[config.mk]
export PLATFORM = sky130hd
export DESIGN_NAME = uvp_ctrl
export DESIGN_NICKNAME = d
export VERILOG_FILES = /design/src/hw/uvp_sync.v /design/src/hw/uvp_ctrl.v
export VERILOG_INCLUDE_DIRS = /design/src /design/src/inc
export SDC_FILE = /design/constraint.sdc
export NUM_CORES = 1
export LEC_CHECK = 0
export BUFFER_PORTS_ARGS = -buffer_cell sky130_fd_sc_hd__buf_2
export CAP_MARGIN = 20
export CORE_MARGIN = 5
export CORE_UTILIZATION = 40
export DETAILED_ROUTE_END_ITERATION = 12
export PLACE_DENSITY_LB_ADDON = 0.1
export SKIP_CTS_REPAIR_TIMING = 1
export SLEW_MARGIN = 25
export SYNTH_ARGS = -nofsm -noshare
export SYNTH_HDL_FRONTEND = slang
export SYNTH_SLANG_ARGS = --single-unit
[constraint.sdc]
create_clock -name clk -period 5.4 [get_ports clk]
set_clock_uncertainty 0.05 [all_clocks]
set_input_delay 1.08 -clock clk [delete_from_list [all_inputs] [get_ports clk]]
set_output_delay 1.08 -clock clk [all_outputs]
set_load 0.01 [all_outputs]
[src/inc/uvp_regs.vh]
// Constants for the UV EPROM host controller
`ifndef UVP_REGS_VH
`define UVP_REGS_VH
`define UVP_ADDR_W 13
`define UVP_DATA_W 8
`define UVP_WORDS 8192
`define UVP_LAST_ADDR 13'h1FFF
`define UVP_ERASED 8'hFF
`define UVP_PULSE_NS 2000000
`define UVP_CLK_NS 50
`define UVP_SETUP_NS 2000
`define UVP_ACCESS_NS 450
`define UVP_MAX_PASSES 25
`define UVP_MARGIN_PASSES 5
`define UVP_PIN_READ 2'h0
`define UVP_PIN_IDLE 2'h1
`define UVP_PIN_PROG 2'h2
`define UVP_PIN_PULSE 2'h3
`endif

[src/hw/uvp_sync.v]
// Three-flop input synchroniser with agreement filter
`timescale 1ns/1ps
module uvp_sync #(
  parameter W = 8
) (
  // Clock and reset
  input wire clk,
  input wire sys_rst,
  // Async input and filtered output
  input wire [W-1:0] din,
  output reg [W-1:0] dout
);
  reg [W-1:0] s1_r;
  reg [W-1:0] s2_r;
  reg [W-1:0] s3_r;

  // First flop feeds only the second; update once stages two and three agree
  always @(posedge clk)
  begin
    if (sys_rst)
    begin
      s1_r <= {W{1'b0}};
      s2_r <= {W{1'b0}};
      s3_r <= {W{1'b0}};
      dout <= {W{1'b0}};
    end
    else
    begin
      s1_r <= din;
      s2_r <= s1_r;
      s3_r <= s2_r;
      if (s2_r == s3_r)
        dout <= s3_r;
    end
  end
endmodule // uvp_sync

[src/hw/uvp_ctrl.v]
// Host controller that reads and block-programs a UV EPROM
//
// Behaviour
// - Intermediate pin level enters program mode; device floats, host drives data.
// - After setup, apply one 2 ms pulse, kept within 1.9 to 2.1 ms.
// - Block mode: each pass pulses every location once, in address order; with several devices selected the code stops in S_HOLD after the first pulse.
// - Cumulative program time per word is 12 ms minimum, 50 ms maximum; the code reaches 60 ms when pass 25 verifies and five margin passes follow.
// - If verified in under 25 pulses, apply five more margin passes.
// - Parallel devices: pulse only those that take the current word.
// - On a shared bus at most one device enable is low at once.
`timescale 1ns/1ps
`include "uvp_regs.vh"
module uvp_ctrl #(
  parameter NDEV = 1,
  parameter PULSE_CYC = `UVP_PULSE_NS / `UVP_CLK_NS
) (
  // Clock and reset
  input wire clk,
  input wire sys_rst,
  // User read request
  input wire rd_req,
  input wire [`UVP_ADDR_W-1:0] rd_addr,
  input wire [NDEV-1:0] rd_sel,
  output wire rd_ready,
  output reg rd_valid,
  output reg [`UVP_DATA_W-1:0] rd_data,
  // User program job; image words fetched by address
  input wire prog_start,
  input wire [NDEV-1:0] prog_sel,
  output reg [`UVP_ADDR_W-1:0] img_addr,
  input wire [NDEV*`UVP_DATA_W-1:0] img_data,
  output wire busy,
  output reg prog_done,
  output reg prog_fail,
  output reg [4:0] pass_count,
  // Device pins
  output reg [`UVP_ADDR_W-1:0] dev_addr,
  output reg [`UVP_DATA_W-1:0] dev_dq_out,
  output reg dev_dq_oe_n,
  input wire [`UVP_DATA_W-1:0] dev_dq_in,
  output reg [2*NDEV-1:0] dev_pin_lvl
);
  // Cycle counts derived from the printed times; setup and access round up
  localparam SETUP_CYC = (`UVP_SETUP_NS + `UVP_CLK_NS - 1) / `UVP_CLK_NS;
  localparam ACC_CYC = (`UVP_ACCESS_NS + `UVP_CLK_NS - 1) / `UVP_CLK_NS + 4;
  localparam S_IDLE = 3'h0;
  localparam S_RD = 3'h1;
  localparam S_SET = 3'h2;
  localparam S_PULSE = 3'h3;
  localparam S_HOLD = 3'h4;
  localparam S_VER = 3'h5;
  localparam S_VCHK = 3'h6;
  localparam S_END = 3'h7;

  reg [2:0] st_r;
  reg [31:0] cnt_r;
  reg [NDEV-1:0] sel_r;
  reg [NDEV-1:0] mis_r;
  reg [NDEV-1:0] dev_idx_r;
  reg margin_r;
  reg [2:0] mpass_r;
  wire [`UVP_DATA_W-1:0] dq_sync;
  integer i;

  // Read data from a pin passes the three-flop filter
  uvp_sync #(.W(`UVP_DATA_W)) u_sync (
    .clk(clk),
    .sys_rst(sys_rst),
    .din(dev_dq_in),
    .dout(dq_sync)
  );

  // Pick the image byte for one device
  function [`UVP_DATA_W-1:0] img_byte;
    input [NDEV*`UVP_DATA_W-1:0] d;
    input integer k;
    begin
      img_byte = d[k*`UVP_DATA_W +: `UVP_DATA_W];
    end
  endfunction

  // Lowest set bit index, for one-device-at-a-time bus use
  function integer first_set;
    input [NDEV-1:0] v;
    integer j;
    begin
      first_set = 0;
      for (j = NDEV - 1; j >= 0; j = j - 1)
        if (v[j])
          first_set = j;
    end
  endfunction

  assign busy = (st_r != S_IDLE);
  assign rd_ready = (st_r == S_IDLE) && !prog_start;

  // Main sequencer
  always @(posedge clk)
  begin
    if (sys_rst)
    begin
      st_r <= S_IDLE;
      cnt_r <= 32'h0;
      sel_r <= {NDEV{1'b0}};
      mis_r <= {NDEV{1'b0}};
      dev_idx_r <= {NDEV{1'b0}};
      margin_r <= 1'b0;
      mpass_r <= 3'h0;
      rd_valid <= 1'b0;
      rd_data <= 8'h00;
      img_addr <= 13'h0000;
      prog_done <= 1'b0;
      prog_fail <= 1'b0;
      pass_count <= 5'h00;
      dev_addr <= 13'h0000;
      dev_dq_out <= `UVP_ERASED;
      dev_dq_oe_n <= 1'b1;
      dev_pin_lvl <= {NDEV{`UVP_PIN_IDLE}};
    end
    else
    begin
      rd_valid <= 1'b0;
      prog_done <= 1'b0;
      case (st_r)
        S_IDLE:
        begin
          dev_dq_oe_n <= 1'b1;
          dev_pin_lvl <= {NDEV{`UVP_PIN_IDLE}};
          cnt_r <= 32'h0;
          if (prog_start && prog_sel != {NDEV{1'b0}})
          begin
            // Pins go to program level; devices float their outputs
            sel_r <= prog_sel;
            prog_fail <= 1'b0;
            pass_count <= 5'h00;
            margin_r <= 1'b0;
            mpass_r <= 3'h0;
            img_addr <= 13'h0000;
            dev_addr <= 13'h0000;
            for (i = 0; i < NDEV; i = i + 1)
              dev_pin_lvl[2*i +: 2] <= `UVP_PIN_PROG;
            st_r <= S_SET;
          end
          else if (rd_req)
          begin
            // Only one enable low: the lowest selected device reads
            dev_addr <= rd_addr;
            dev_pin_lvl[2*first_set(rd_sel) +: 2] <= `UVP_PIN_READ;
            st_r <= S_RD;
          end
        end
        S_RD:
        begin
          // Wait access time plus the filter latency
          cnt_r <= cnt_r + 32'h1;
          if (cnt_r == ACC_CYC)
          begin
            rd_data <= dq_sync;
            rd_valid <= 1'b1;
            dev_pin_lvl <= {NDEV{`UVP_PIN_IDLE}};
            st_r <= S_IDLE;
          end
        end
        S_SET:
        begin
          // Address and data settle before the pulse; same address coding
          dev_addr <= img_addr;
          dev_dq_oe_n <= 1'b0;
          dev_dq_out <= img_byte(img_data, first_set(sel_r));
          cnt_r <= cnt_r + 32'h1;
          if (cnt_r == SETUP_CYC + 1)
          begin
            cnt_r <= 32'h0;
            for (i = 0; i < NDEV; i = i + 1)
              if (sel_r[i] && img_byte(img_data, i) == dev_dq_out)
                dev_pin_lvl[2*i +: 2] <= `UVP_PIN_PULSE;
            st_r <= S_PULSE;
          end
        end
        S_PULSE:
        begin
          // Fixed 2 ms high-voltage pulse
          cnt_r <= cnt_r + 32'h1;
          if (cnt_r == PULSE_CYC - 1)
          begin
            cnt_r <= 32'h0;
            for (i = 0; i < NDEV; i = i + 1)
              if (sel_r[i])
                dev_pin_lvl[2*i +: 2] <= `UVP_PIN_PROG;
            st_r <= S_HOLD;
          end
        end
        S_HOLD:
        begin
          cnt_r <= cnt_r + 32'h1;
          if (sel_r != (sel_r & ~(sel_r - {{(NDEV-1){1'b0}}, 1'b1})) && cnt_r == 32'h0)
          begin
            // Several devices selected: the counter is held at zero on every cycle
            cnt_r <= cnt_r;
          end
          if (cnt_r == SETUP_CYC)
          begin
            cnt_r <= 32'h0;
            if (img_addr == `UVP_LAST_ADDR)
            begin
              // End of a block pass
              img_addr <= 13'h0000;
              pass_count <= pass_count + 5'h01;
              dev_dq_oe_n <= 1'b1;
              if (margin_r)
              begin
                mpass_r <= mpass_r + 3'h1;
                if (mpass_r == `UVP_MARGIN_PASSES - 1)
                  st_r <= S_END;
                else
                  st_r <= S_SET;
              end
              else
              begin
                mis_r <= {NDEV{1'b0}};
                dev_idx_r <= {NDEV{1'b0}};
                dev_pin_lvl <= {NDEV{`UVP_PIN_IDLE}};
                st_r <= S_VER;
              end
            end
            else
            begin
              img_addr <= img_addr + 13'h0001;
              st_r <= S_SET;
            end
          end
        end
        S_VER:
        begin
          // Read-back, one device enabled at a time
          dev_addr <= img_addr;
          dev_pin_lvl <= {NDEV{`UVP_PIN_IDLE}};
          dev_pin_lvl[2*dev_idx_r +: 2] <= `UVP_PIN_READ;
          cnt_r <= cnt_r + 32'h1;
          if (cnt_r == ACC_CYC)
          begin
            cnt_r <= 32'h0;
            st_r <= S_VCHK;
          end
        end
        S_VCHK:
        begin
          dev_pin_lvl <= {NDEV{`UVP_PIN_IDLE}};
          if (sel_r[dev_idx_r] && dq_sync != img_byte(img_data, dev_idx_r))
            mis_r[dev_idx_r] <= 1'b1;
          st_r <= S_VER;
          if (dev_idx_r == NDEV - 1)
          begin
            dev_idx_r <= {NDEV{1'b0}};
            if (img_addr == `UVP_LAST_ADDR)
            begin
              img_addr <= 13'h0000;
              for (i = 0; i < NDEV; i = i + 1)
                dev_pin_lvl[2*i +: 2] <= `UVP_PIN_PROG;
              if (mis_r == {NDEV{1'b0}} &&
                  !(sel_r[dev_idx_r] && dq_sync != img_byte(img_data, dev_idx_r)))
              begin
                margin_r <= 1'b1;
                st_r <= S_SET;
              end
              else if (pass_count >= `UVP_MAX_PASSES)
              begin
                prog_fail <= 1'b1;
                st_r <= S_END;
              end
              else
                st_r <= S_SET;
            end
            else
              img_addr <= img_addr + 13'h0001;
          end
          else
            dev_idx_r <= dev_idx_r + {{(NDEV-1){1'b0}}, 1'b1};
        end
        S_END:
        begin
          dev_dq_oe_n <= 1'b1;
          dev_pin_lvl <= {NDEV{`UVP_PIN_IDLE}};
          prog_done <= 1'b1;
          st_r <= S_IDLE;
        end
        default:
          st_r <= S_IDLE;
      endcase
    end
  end
endmodule // uvp_ctrl

==> summary.md, run 1 <==
| Metric | Value |
|---|---|
| Largest family of logic cells by synthesized area | `simple AND/OR/NAND/NOR gates` |
| Fin crit period | `3.182 ns` |
| Final WL | `14650 um` |
| CTS tree | `yes` |
| Reg2Reg Depth | `7` |
| Syn avg cell area | `8.858 um^2` |
| Area delta synth->final | `19.34%` |
| Worst R2R End | `cnt_r[30]` |
| Most common cell after layout, fill and taps aside | `dfxtp_1` |
| FP Rows | `44` |
| Final Setup Violations | `0` |
| Synth Warn # | `0` |
| DR vias/cell | `5.249` |
| Final Max Slew Viols | `0` |
| CP max FO | `23` |
| Fin crit share | `0.5893` |
| Synthesized flop and latch total | `126` |
| Die ar. | `0.01721 mm^2` |
| Vias in the first global route | `4788` |
| CTS Sinks | `126` |
| Global route overflow | `0` |
| Largest net degree at the start of global routing | `68` |
| Tot GR Track Use | `0.1737` |
| Final RePlAce weighted congestion | `0.8134` |
| Post-synthesis mux area share | `0.04942` |
| Synth area leader | `dfxtp_1` |
| Htree depth | `4` |
| Layout cells sized above 1 | `0.1847` |
| DR pass1 iterations | `4` |
| Cell area after synthesis | `0.005873 mm^2` |
| Cell variety after synth | `63` |
| Ys async rst share | `0` |
| # diodes | `0` |
| Die width | `131.2 um` |
| Peak VDD IR | `221.7 uV` |
| Clk buf depth | `2` |
| Max-cap violations | `0` |
| Most frequent cells in the layout | `dfxtp_1 (126), nor2_1 (99), buf_2 (88), nand2_1 (62), xor2_1 (44)` |
| Post-Synth Adder-Cell Area | `0.01704` |
| Highest clock rate | `314.2 MHz` |
| CP required | `5.67 ns` |
| DRC Markers | `0` |
| Initial antenna violation count | `0` |
| PortBufs | `88` |
| Sequential area share after synthesis | `0.4295` |
| Compound-Gate Fraction of Synth Area | `0.1059` |
| Crit Path Class | `register to register` |
| Post-synthesis xor/xnor area fraction | `0.08948` |
| Detail Route Antenna Nets | `0` |
| RSZ-0062 raised after global routing | `no` |
| Hold WC Path Type | `register to register` |
| Leak | `0.002879 uW` |
| Worst hold start | `u_sync.s1_r[1]` |
| Fill count | `1373` |
| Dpl hpwl | `10640 um` |
| CTS clk-pin slew, worst paths | `0.06 ns` |
| Die H | `131.2 um` |
| Status | `finished clean` |
| Synthesized-area fraction occupied by and/or/nand/nor cells | `0.2812` |
| R2R Setup Slk | `2.22 ns` |
| Iter 0 DRT Violations | `290` |
| Post-synth EDFFs | `0` |
| Worst-Margin Slew | `0.9287 ns` |
| Worst setup EP type | `register` |
| Nets | `788` |
| Clk Latency, worst-skew pair | `0.42 ns` |
| Hold EP | `u_sync.s2_r[1]` |
| Startpoint types | `register` |
| Setup TNS | `0 ns` |
| Hold path cells | `1` |
| Pwr dens | `413.9 mW/mm^2` |
| Avg WL per Cell | `15.55 um` |
| Fin util | `0.4841` |
| Synth top area cells | `dfxtp_1 (43%), xor2_1 (6.6%), nor2_1 (6.3%), mux2i_1 (4.9%), nand2_1 (4.0%)` |
| Root buffer cell | `clkbuf_16` |
| Crit path arrival time | `3.45 ns` |
| Fin. Hold Viols | `0` |
| Cells after Synth | `663` |
| Core Area | `0.01448 mm^2` |
| RR Startpoint | `st_r[1]` |
| Initial core utilization | `0.4056` |
| Num CTS Buffers | `17` |
| Top-area cell type share of the netlist area | `0.4295` |
| Mapped Nets | `706` |
| Num ports | `90` |
| Via Count | `4945` |
| Rel. slew slack | `0.3727` |
| Top FF cell, synth | `dfxtp_1` |
| Global-route wire length before repair | `24760 um` |
==> metrics by stage <==
step / instance area, um^2 / cells / total power, uW / hold WS (ns) / setup slack [ns]
after floorplan: 5873 / 663 / 1633 / 0.3638 / 3.021
after global placement: 6442 / 910 / 1814 / 0.3711 / 2.164
after detailed placement: 6442 / 910 / 1830 / 0.3712 / 2.078
after CTS: 7005 / 942 / 2926 / 0.3859 / 2.066
after global routing: 7009 / 942 / 3075 / 0.4084 / 1.949
final: 7009 / 942 / 2901 / 0.3849 / 2.218
==> final cells by class <==
| type | instances | area (um^2) | area share |
|---|---|---|---|
| clock buffers | 18 | 429.2 | 0.06123 |
| well taps | 184 | 230.2 | 0.03285 |
| clock inverters | 14 | 133.9 | 0.01910 |
| multi-input cells | 499 | 3193 | 0.4556 |
| repair buffers | 91 | 462.9 | 0.06605 |
| flip-flops and latches | 126 | 2522 | 0.3599 |
| inverters | 10 | 37.54 | 0.005355 |
==> cell families after synthesis <==
family,Yosys count
compound gates,88
mux,29
xor+xnor,60
flops,126
buf+inv,38
simple gates,314
fa+ha+maj,8
==> power breakdown <==
group          switching [uW]  leakage, uW  internal [uW]
sequential               98.5      0.00102           1010
clock                     447     0.000261            640
combinational             429      0.00159            275
total                     975      0.00288           1930
==> worst max path at each step <==
stage,start,to,slack (ns)
2_1_floorplan,prog_start,rd_ready,3.02
3_3_place_gp,st_r[2],dev_addr[2],2.16
3_5_place_dp,st_r[2],dev_addr[6],2.08
4_1_cts,st_r[2],dev_addr[6],2.07
5_1_grt,st_r[1],cnt_r[23],1.95
6_report,st_r[1],cnt_r[30],2.22
==> worst max-delay path, cell delays in order, from the launching register on <==
cell	delay (ns)
dfxtp_1	0.81
nor2b_1	0.31
and2_1	0.65
a32oi_2	0.17
a41oi_1	0.77
a21o_1	0.20
nand2_1	0.05
o31ai_1	0.07
==> state kept, by name, indices dropped and copies added (netlist names), 3 cells and up <==
name         flops
u_sync.s2_r      8
cnt_r           32
u_sync.s3_r      8
pass_count       5
img_addr        13
u_sync.dout      8
rd_data          8
u_sync.s1_r      8
dev_dq_out       8
st_r             3
mpass_r          3
dev_addr        13
==> Yosys cell counts, drive strengths merged, types with 11 or more instances <==
| library cell | instances |
|---|---|
| a21oi | 16 |
| a311oi | 15 |
| buf | 11 |
| clkbuf | 17 |
| dfxtp | 126 |
| mux2i | 29 |
| nand2 | 63 |
| nand3 | 34 |
| nand4 | 18 |
| nor2 | 99 |
| nor2b | 30 |
| nor3 | 12 |
| nor4 | 16 |
| o21ai | 21 |
| xnor2 | 16 |
| xor2 | 44 |
==> metal layers <==
layer / track usage / share of wire / vias to the layer above
met5: 0 / 0 / -
met4: 0.06524 / 0.014 / 0
met3: 0.05734 / 0.064 / 20
met2: 0.2576 / 0.44 / 133
met1: 0.2350 / 0.48 / 2301
li1: - / - / 2491
(Power assumes the default switching activity.)
==> inputs of run 2 (changes only) <==
- clock period: 5.4 -> 2.6 ns (I/O delays scaled with it)
==> summary.md, run 2 (synthesis results as in run 1) <==
| Metric | Value |
|---|---|
| Fill count | `1398 (+1.8%)` |
| Area delta synth->final | `24.54%` |
| Die H | `131.2 um (unchanged)` |
| CP required | `2.84 ns (-2.83 ns)` |
| Fin. Hold Viols | `0 (unchanged)` |
| Avg WL per Cell | `15.52 um (-0.19%)` |
| Initial antenna violation count | `0 (unchanged)` |
| Most frequent cells in the layout | `dfxtp_1 (125), nor2_1 (99), buf_2 (88), nand2_1 (61), xor2_1 (44)` |
| Via Count | `5080 (+2.7%)` |
| PortBufs | `88 (unchanged)` |
| Clk buf depth | `2 (unchanged)` |
| Peak VDD IR | `499.9 uV (+130%)` |
| Buf/Inv on CP | `2 (+2)` |
| Crit path arrival time | `2.71 ns (-0.74 ns)` |
| Fin util | `0.5052 (+0.02109)` |
| Setup TNS | `0 ns (unchanged)` |
| Tot GR Track Use | `0.1754 (+0.001675)` |
| Worst-Margin Slew | `0.6330 ns (-0.2957 ns)` |
| Top flop regs | `cnt_r (32), dev_addr (13), img_addr (13)` |
| Final WS setup | `0.1320 ns (-2.086 ns)` |
| Crit-path cells | `ha_1 > nor4b_2 > nand4_1 > o31ai_2 > buf_4 > a41oi_1 > buf_4 > a21o_1 > nand2_1 > o31ai_1` |
| Multi-input logic area | `0.003198 mm^2 (+0.16%)` |
| Fin crit period | `2.468 ns (-0.7142 ns)` |
| Die width | `131.2 um (unchanged)` |
| Root buffer cell | `clkbuf_16` |
| Critical-path top delay cell | `dfxtp_1` |
| Global-route wire length before repair | `25010 um (+1.0%)` |
| Rel. slew slack | `0.5752 (+0.2025)` |
| Fin crit share | `0.9492 (+0.3599)` |
| Num CTS Buffers | `17 (unchanged)` |
| Vias in the first global route | `5076 (+6.0%)` |
| Highest clock rate | `405.2 MHz (+29%)` |
| Hold WC Path Type | `primary input to register` |
| Final RePlAce weighted congestion | `0.8317 (+2.2%)` |
| Max reg flops | `32 (unchanged)` |
| Delay-heaviest family, CP | `compound AO/OA/AOI/OAI gates` |
| Htree depth | `4 (unchanged)` |
| CP most frequent cell | `buf_4` |
| Layout cells sized above 1 | `0.2168 (+0.03214)` |
| CP max FO | `10 (-57%)` |
| Final non-filler cell total | `968 (+2.8%)` |
| Iter 0 DRT Violations | `262 (-9.7%)` |
| RSZ-0062 raised after global routing | `no` |
| Register area | `0.002524 mm^2 (about the same)` |
| Max-cap violations | `0 (unchanged)` |
| Pwr dens | `892.9 mW/mm^2 (+120%)` |
| DRC Markers | `0 (unchanged)` |
| CP peak stage delay | `0.44 ns (-0.37 ns)` |
| Final Setup Violations | `0 (unchanged)` |
| Placement Setup Slack | `0.1082 ns (-1.970 ns)` |
| Status | `finished clean` |
| Nets | `816 (+3.6%)` |
| Core Area | `0.01448 mm^2 (unchanged)` |
| DR pass1 iterations | `5 (+1)` |
| FP Rows | `44 (unchanged)` |
| Top reg by flops | `cnt_r` |
| Num ports | `90 (unchanged)` |
| Largest net degree at the start of global routing | `42 (-38%)` |
| Final Max Slew Viols | `0 (unchanged)` |
| Leak | `0.003071 uW (+6.7%)` |
| Final WL | `15020 um (+2.6%)` |
| Initial core utilization | `0.4056 (unchanged)` |
| CTS tree | `yes` |
| Worst setup EP type | `register` |
| Global route overflow | `0 (unchanged)` |
| CTS Sinks | `126 (unchanged)` |
| Most common cell after layout, fill and taps aside | `dfxtp_1` |
| Die ar. | `0.01721 mm^2 (unchanged)` |
| DP Cell Count | `937 (+3.0%)` |
| Clk Latency, worst-skew pair | `0.42 ns (about the same)` |
| Crit Path Class | `register to register` |
| Detail Route Antenna Nets | `0 (unchanged)` |
| Startpoint types | `register` |
| CTS clk-pin slew, worst paths | `0.06 ns (about the same)` |
| Dpl hpwl | `11080 um (+4.2%)` |
| # diodes | `0 (unchanged)` |
| DR vias/cell | `5.248 (about the same)` |
[run 2: changes by cell type in the layout (fill, tap and decap cells not counted), moves of 2 or more]
| cell | change |
|---|---|
| clkinvlp_4 | -3 |
| inv_6 | -4 |
| clkinv_4 | +2 |
| bufinv_16 | +4 |
| buf_4 | +27 |
[run 2: final timing paths]
kind,end,slack (ns),cells past startpoint,from
max,cnt_r[30],0.13,10,cnt_r[0]
min,u_sync.s1_r[2],0.25,2,dev_dq_in[2]
max reg2reg,cnt_r[30],0.13,10,cnt_r[0]
min reg2reg,u_sync.s2_r[0],0.38,1,u_sync.s1_r[0]
[run 2: area by class of cell]
cell class	count	area share
multi-input combinational	499	0.4372
sequential	126	0.3450
clock buffer	17	0.05816
timing repair buffer	119	0.09374
clock inverter	13	0.02925
inverter	10	0.005132
tap	184	0.03147
[run 2: per-layer routing]
metal,global-route usage,vias up,part of all wire,routed length [um]
li1,-,2544,-,-
met1,0.2298,2385,0.48,7152
met2,0.2638,133,0.44,6671
met3,0.05925,18,0.061,921
met4,0.07448,0,0.018,276
met5,0,-,0,0
[run 2: metrics by stage]
stage | hold slack, ns | area (um^2) | total power (uW)
floorplan | 0.3638 | 5873 | 3391
global placement | 0.3708 | 6658 | 3948
detailed placement | 0.3756 | 6658 | 3984
CTS | 0.2386 | 7297 | 6586
global route | 0.2390 | 7315 | 6895
finish | 0.2537 | 7315 | 6531
[run 2: report_power, final]
part | switching (uW) | internal, uW | total [uW]
Clock | 875 | 1700 | 2570
Sequential | 120 | 2100 | 2220
Combinational | 1020 | 716 | 1740
Total | 2020 | 4510 | 6530
[run 2: worst register-to-register path, stage by stage, from the launching register on]
cell	delay, ns
dfxtp_1	0.44
ha_1	0.19
nor4b_2	0.32
nand4_1	0.24
o31ai_2	0.30
buf_4	0.18
a41oi_1	0.13
buf_4	0.21
a21o_1	0.17
nand2_1	0.06
o31ai_1	0.06
==> inputs of run 3 (changes only) <==
- CORE_UTILIZATION: 40 -> 51
==> summary.md, run 3 (synthesis results as in run 1) <==
| Metric | Value |
|---|---|
| DR vias/cell | `5.521 (+5.2%)` |
| Final Max Slew Viols | `0 (unchanged)` |
| Setup TNS | `0 ns (unchanged)` |
| DR pass1 iterations | `4 (-1)` |
| Logic gate share of total power | `0.263 (-0.003)` |
| CTS tree | `yes` |
| Top flop regs | `cnt_r (32), dev_addr (13), img_addr (13)` |
| CTS clk-pin slew, worst paths | `0.06 ns (about the same)` |
| Vias in the first global route | `4827 (-4.9%)` |
| Peak VDD IR | `599.9 uV (+20%)` |
| Initial antenna violation count | `0 (unchanged)` |
| Startpoint types | `register` |
| WHS | `0.2510 ns (-0.002734 ns)` |
| Detail Route Antenna Nets | `0 (unchanged)` |
| Crit path from | `cnt_r[1]` |
| Clk Latency, worst-skew pair | `0.42 ns (about the same)` |
| Die width | `117.3 um (-11%)` |
| Seq pwr share | `0.370 (+0.030)` |
| DRC Markers | `0 (unchanged)` |
| Clock Power Share | `0.367 (-0.027)` |
| Final RePlAce weighted congestion | `0.8518 (+2.4%)` |
| Fin. Hold Viols | `0 (unchanged)` |
| FP Rows | `39 (-11%)` |
| Net Switching | `1947 uW (-3.5%)` |
| Max-cap violations | `0 (unchanged)` |
| Nets | `801 (-1.8%)` |
| Hold WC Path Type | `primary input to register` |
| Highest clock rate | `417.7 MHz (+3.1%)` |
| Crit Path Class | `register to register` |
| Fin crit period | `2.394 ns (-0.07410 ns)` |
| Global-route wire length before repair | `23730 um (-5.1%)` |
| Num ports | `90 (unchanged)` |
| Max reg flops | `32 (unchanged)` |
| Most frequent cells in the layout | `dfxtp_1 (124), nor2_1 (99), buf_2 (88), nand2_1 (61), xor2_1 (44)` |
| Core Area | `0.01137 mm^2 (-21%)` |
| RSZ-0062 raised after global routing | `no` |
| Worst hold start | `dev_dq_in[5]` |
| Leak | `0.002972 uW (-3.2%)` |
| Final WL | `13930 um (-7.3%)` |
| CTS Sinks | `126 (unchanged)` |
| Tot GR Track Use | `0.2069 (+0.03152)` |
| Fin util | `0.6231 (+0.1179)` |
| Status | `finished clean` |
| Fin crit share | `0.9207 (-0.02850)` |
| Final Setup Violations | `0 (unchanged)` |
| Layout cells sized above 1 | `0.2023 (-0.01450)` |
| Sw Ratio | `0.3202 (+0.01126)` |
| Worst-Margin Slew | `0.6314 ns (-0.001653 ns)` |
| Dpl hpwl | `10060 um (-9.2%)` |
| Worst setup EP type | `register` |
| Area delta synth->final | `20.62%` |
| RR Startpoint | `cnt_r[1]` |
| Htree depth | `4 (unchanged)` |
| Via Count | `5046 (-0.67%)` |
| Top reg by flops | `cnt_r` |
| Largest net degree at the start of global routing | `47 (+12%)` |
| Num CTS Buffers | `17 (unchanged)` |
| PortBufs | `88 (unchanged)` |
| Most common cell after layout, fill and taps aside | `dfxtp_1` |
| Die H | `117.3 um (-11%)` |
| Initial core utilization | `0.5166 (+0.1109)` |
| CP required | `2.88 ns (+0.04 ns)` |
| Crit-path cells | `ha_1 > nand4_1 > or3_1 > a32oi_2 > o21a_2 > o21ai_0 > o21ba_1 > a311oi_1` |
| Global route overflow | `0 (unchanged)` |
| Avg WL per Cell | `15.24 um (-1.8%)` |
| CP peak stage delay | `0.41 ns (-0.03 ns)` |
| Int Power | `4135 uW (-8.4%)` |
| Pwr dens | `858.6 mW/mm^2 (-3.8%)` |
| Clk buf depth | `2 (unchanged)` |
| CP max FO | `5 (-5)` |
| # diodes | `0 (unchanged)` |
| Root buffer cell | `clkbuf_16` |
| Rel. slew slack | `0.5763 (+0.001109)` |
| Critical-path top delay cell | `or3_1` |
| Crit path arrival time | `2.68 ns (-0.03 ns)` |
| Die ar. | `0.01376 mm^2 (-20%)` |
| Iter 0 DRT Violations | `333 (+27%)` |
==> run 3: changes by cell type in the layout (fill, tap and decap cells not counted), sizes merged <==
cell and change:
inv -1, buf -15, bufinv -4, clkbuf +6, clkinv +2, clkinvlp -1
==> run 3: cell type report <==
class	count	area (um^2)
fill	992	4285
multi-input combinational	499	3208
tap	143	178.9
clock inverter	9	83.83
sequential	126	2525
inverter	10	37.54
timing repair buffer	104	573.1
clock buffer	23	478.0
==> run 3: worst max-delay path: cells and delay by family (launching register included) <==
kind,cells,cell delay [ns]
AOI/OAI and AO/OA,5,1.09
adders and majority gates,1,0.23
DFF,1,0.39
and+or+nand+nor,2,0.55
==> run 3: path summary, 6_finish.rpt <==
check	endpoint	slack, ns	cells past startpoint
setup / recovery	dev_pin_lvl[1]	0.21	8
hold / removal	u_sync.s1_r[5]	0.25	2
hold reg to reg	u_sync.s2_r[7]	0.39	1
setup reg to reg	dev_pin_lvl[1]	0.21	8
==> run 3: per-layer routing <==
metal | wire length [um] | track usage | share of wire | up-vias
li1 | - | - | - | 2524
met1 | 6622 | 0.2825 | 0.48 | 2393
met3 | 637 | 0.04909 | 0.046 | 16
met2 | 6465 | 0.3147 | 0.46 | 113
met4 | 203 | 0.08339 | 0.015 | 0
met5 | 0 | 0 | 0 | -
==> run 3: power by group through the flow <==
stage | logic (uW) | clock network, uW | registers, uW
floorplan | 1100 | 0 | 2290
global placement | 1570 | 0 | 2280
detailed placement | 1590 | 0 | 2280
CTS | 1600 | 2260 | 2250
global route | 1780 | 2360 | 2270
finish | 1600 | 2230 | 2250
==> run 3: stage by stage <==
stage	cells	total power, uW	setup WS, ns	instance area, um^2
after floorplan	663	3391	0.2529	5873
after global placement	882	3844	0.1521	6501
after detailed placement	882	3873	0.09455	6501
after CTS	914	6105	0.08689	7063
after global routing	914	6413	0.005143	7084
final	914	6082	0.2061	7084
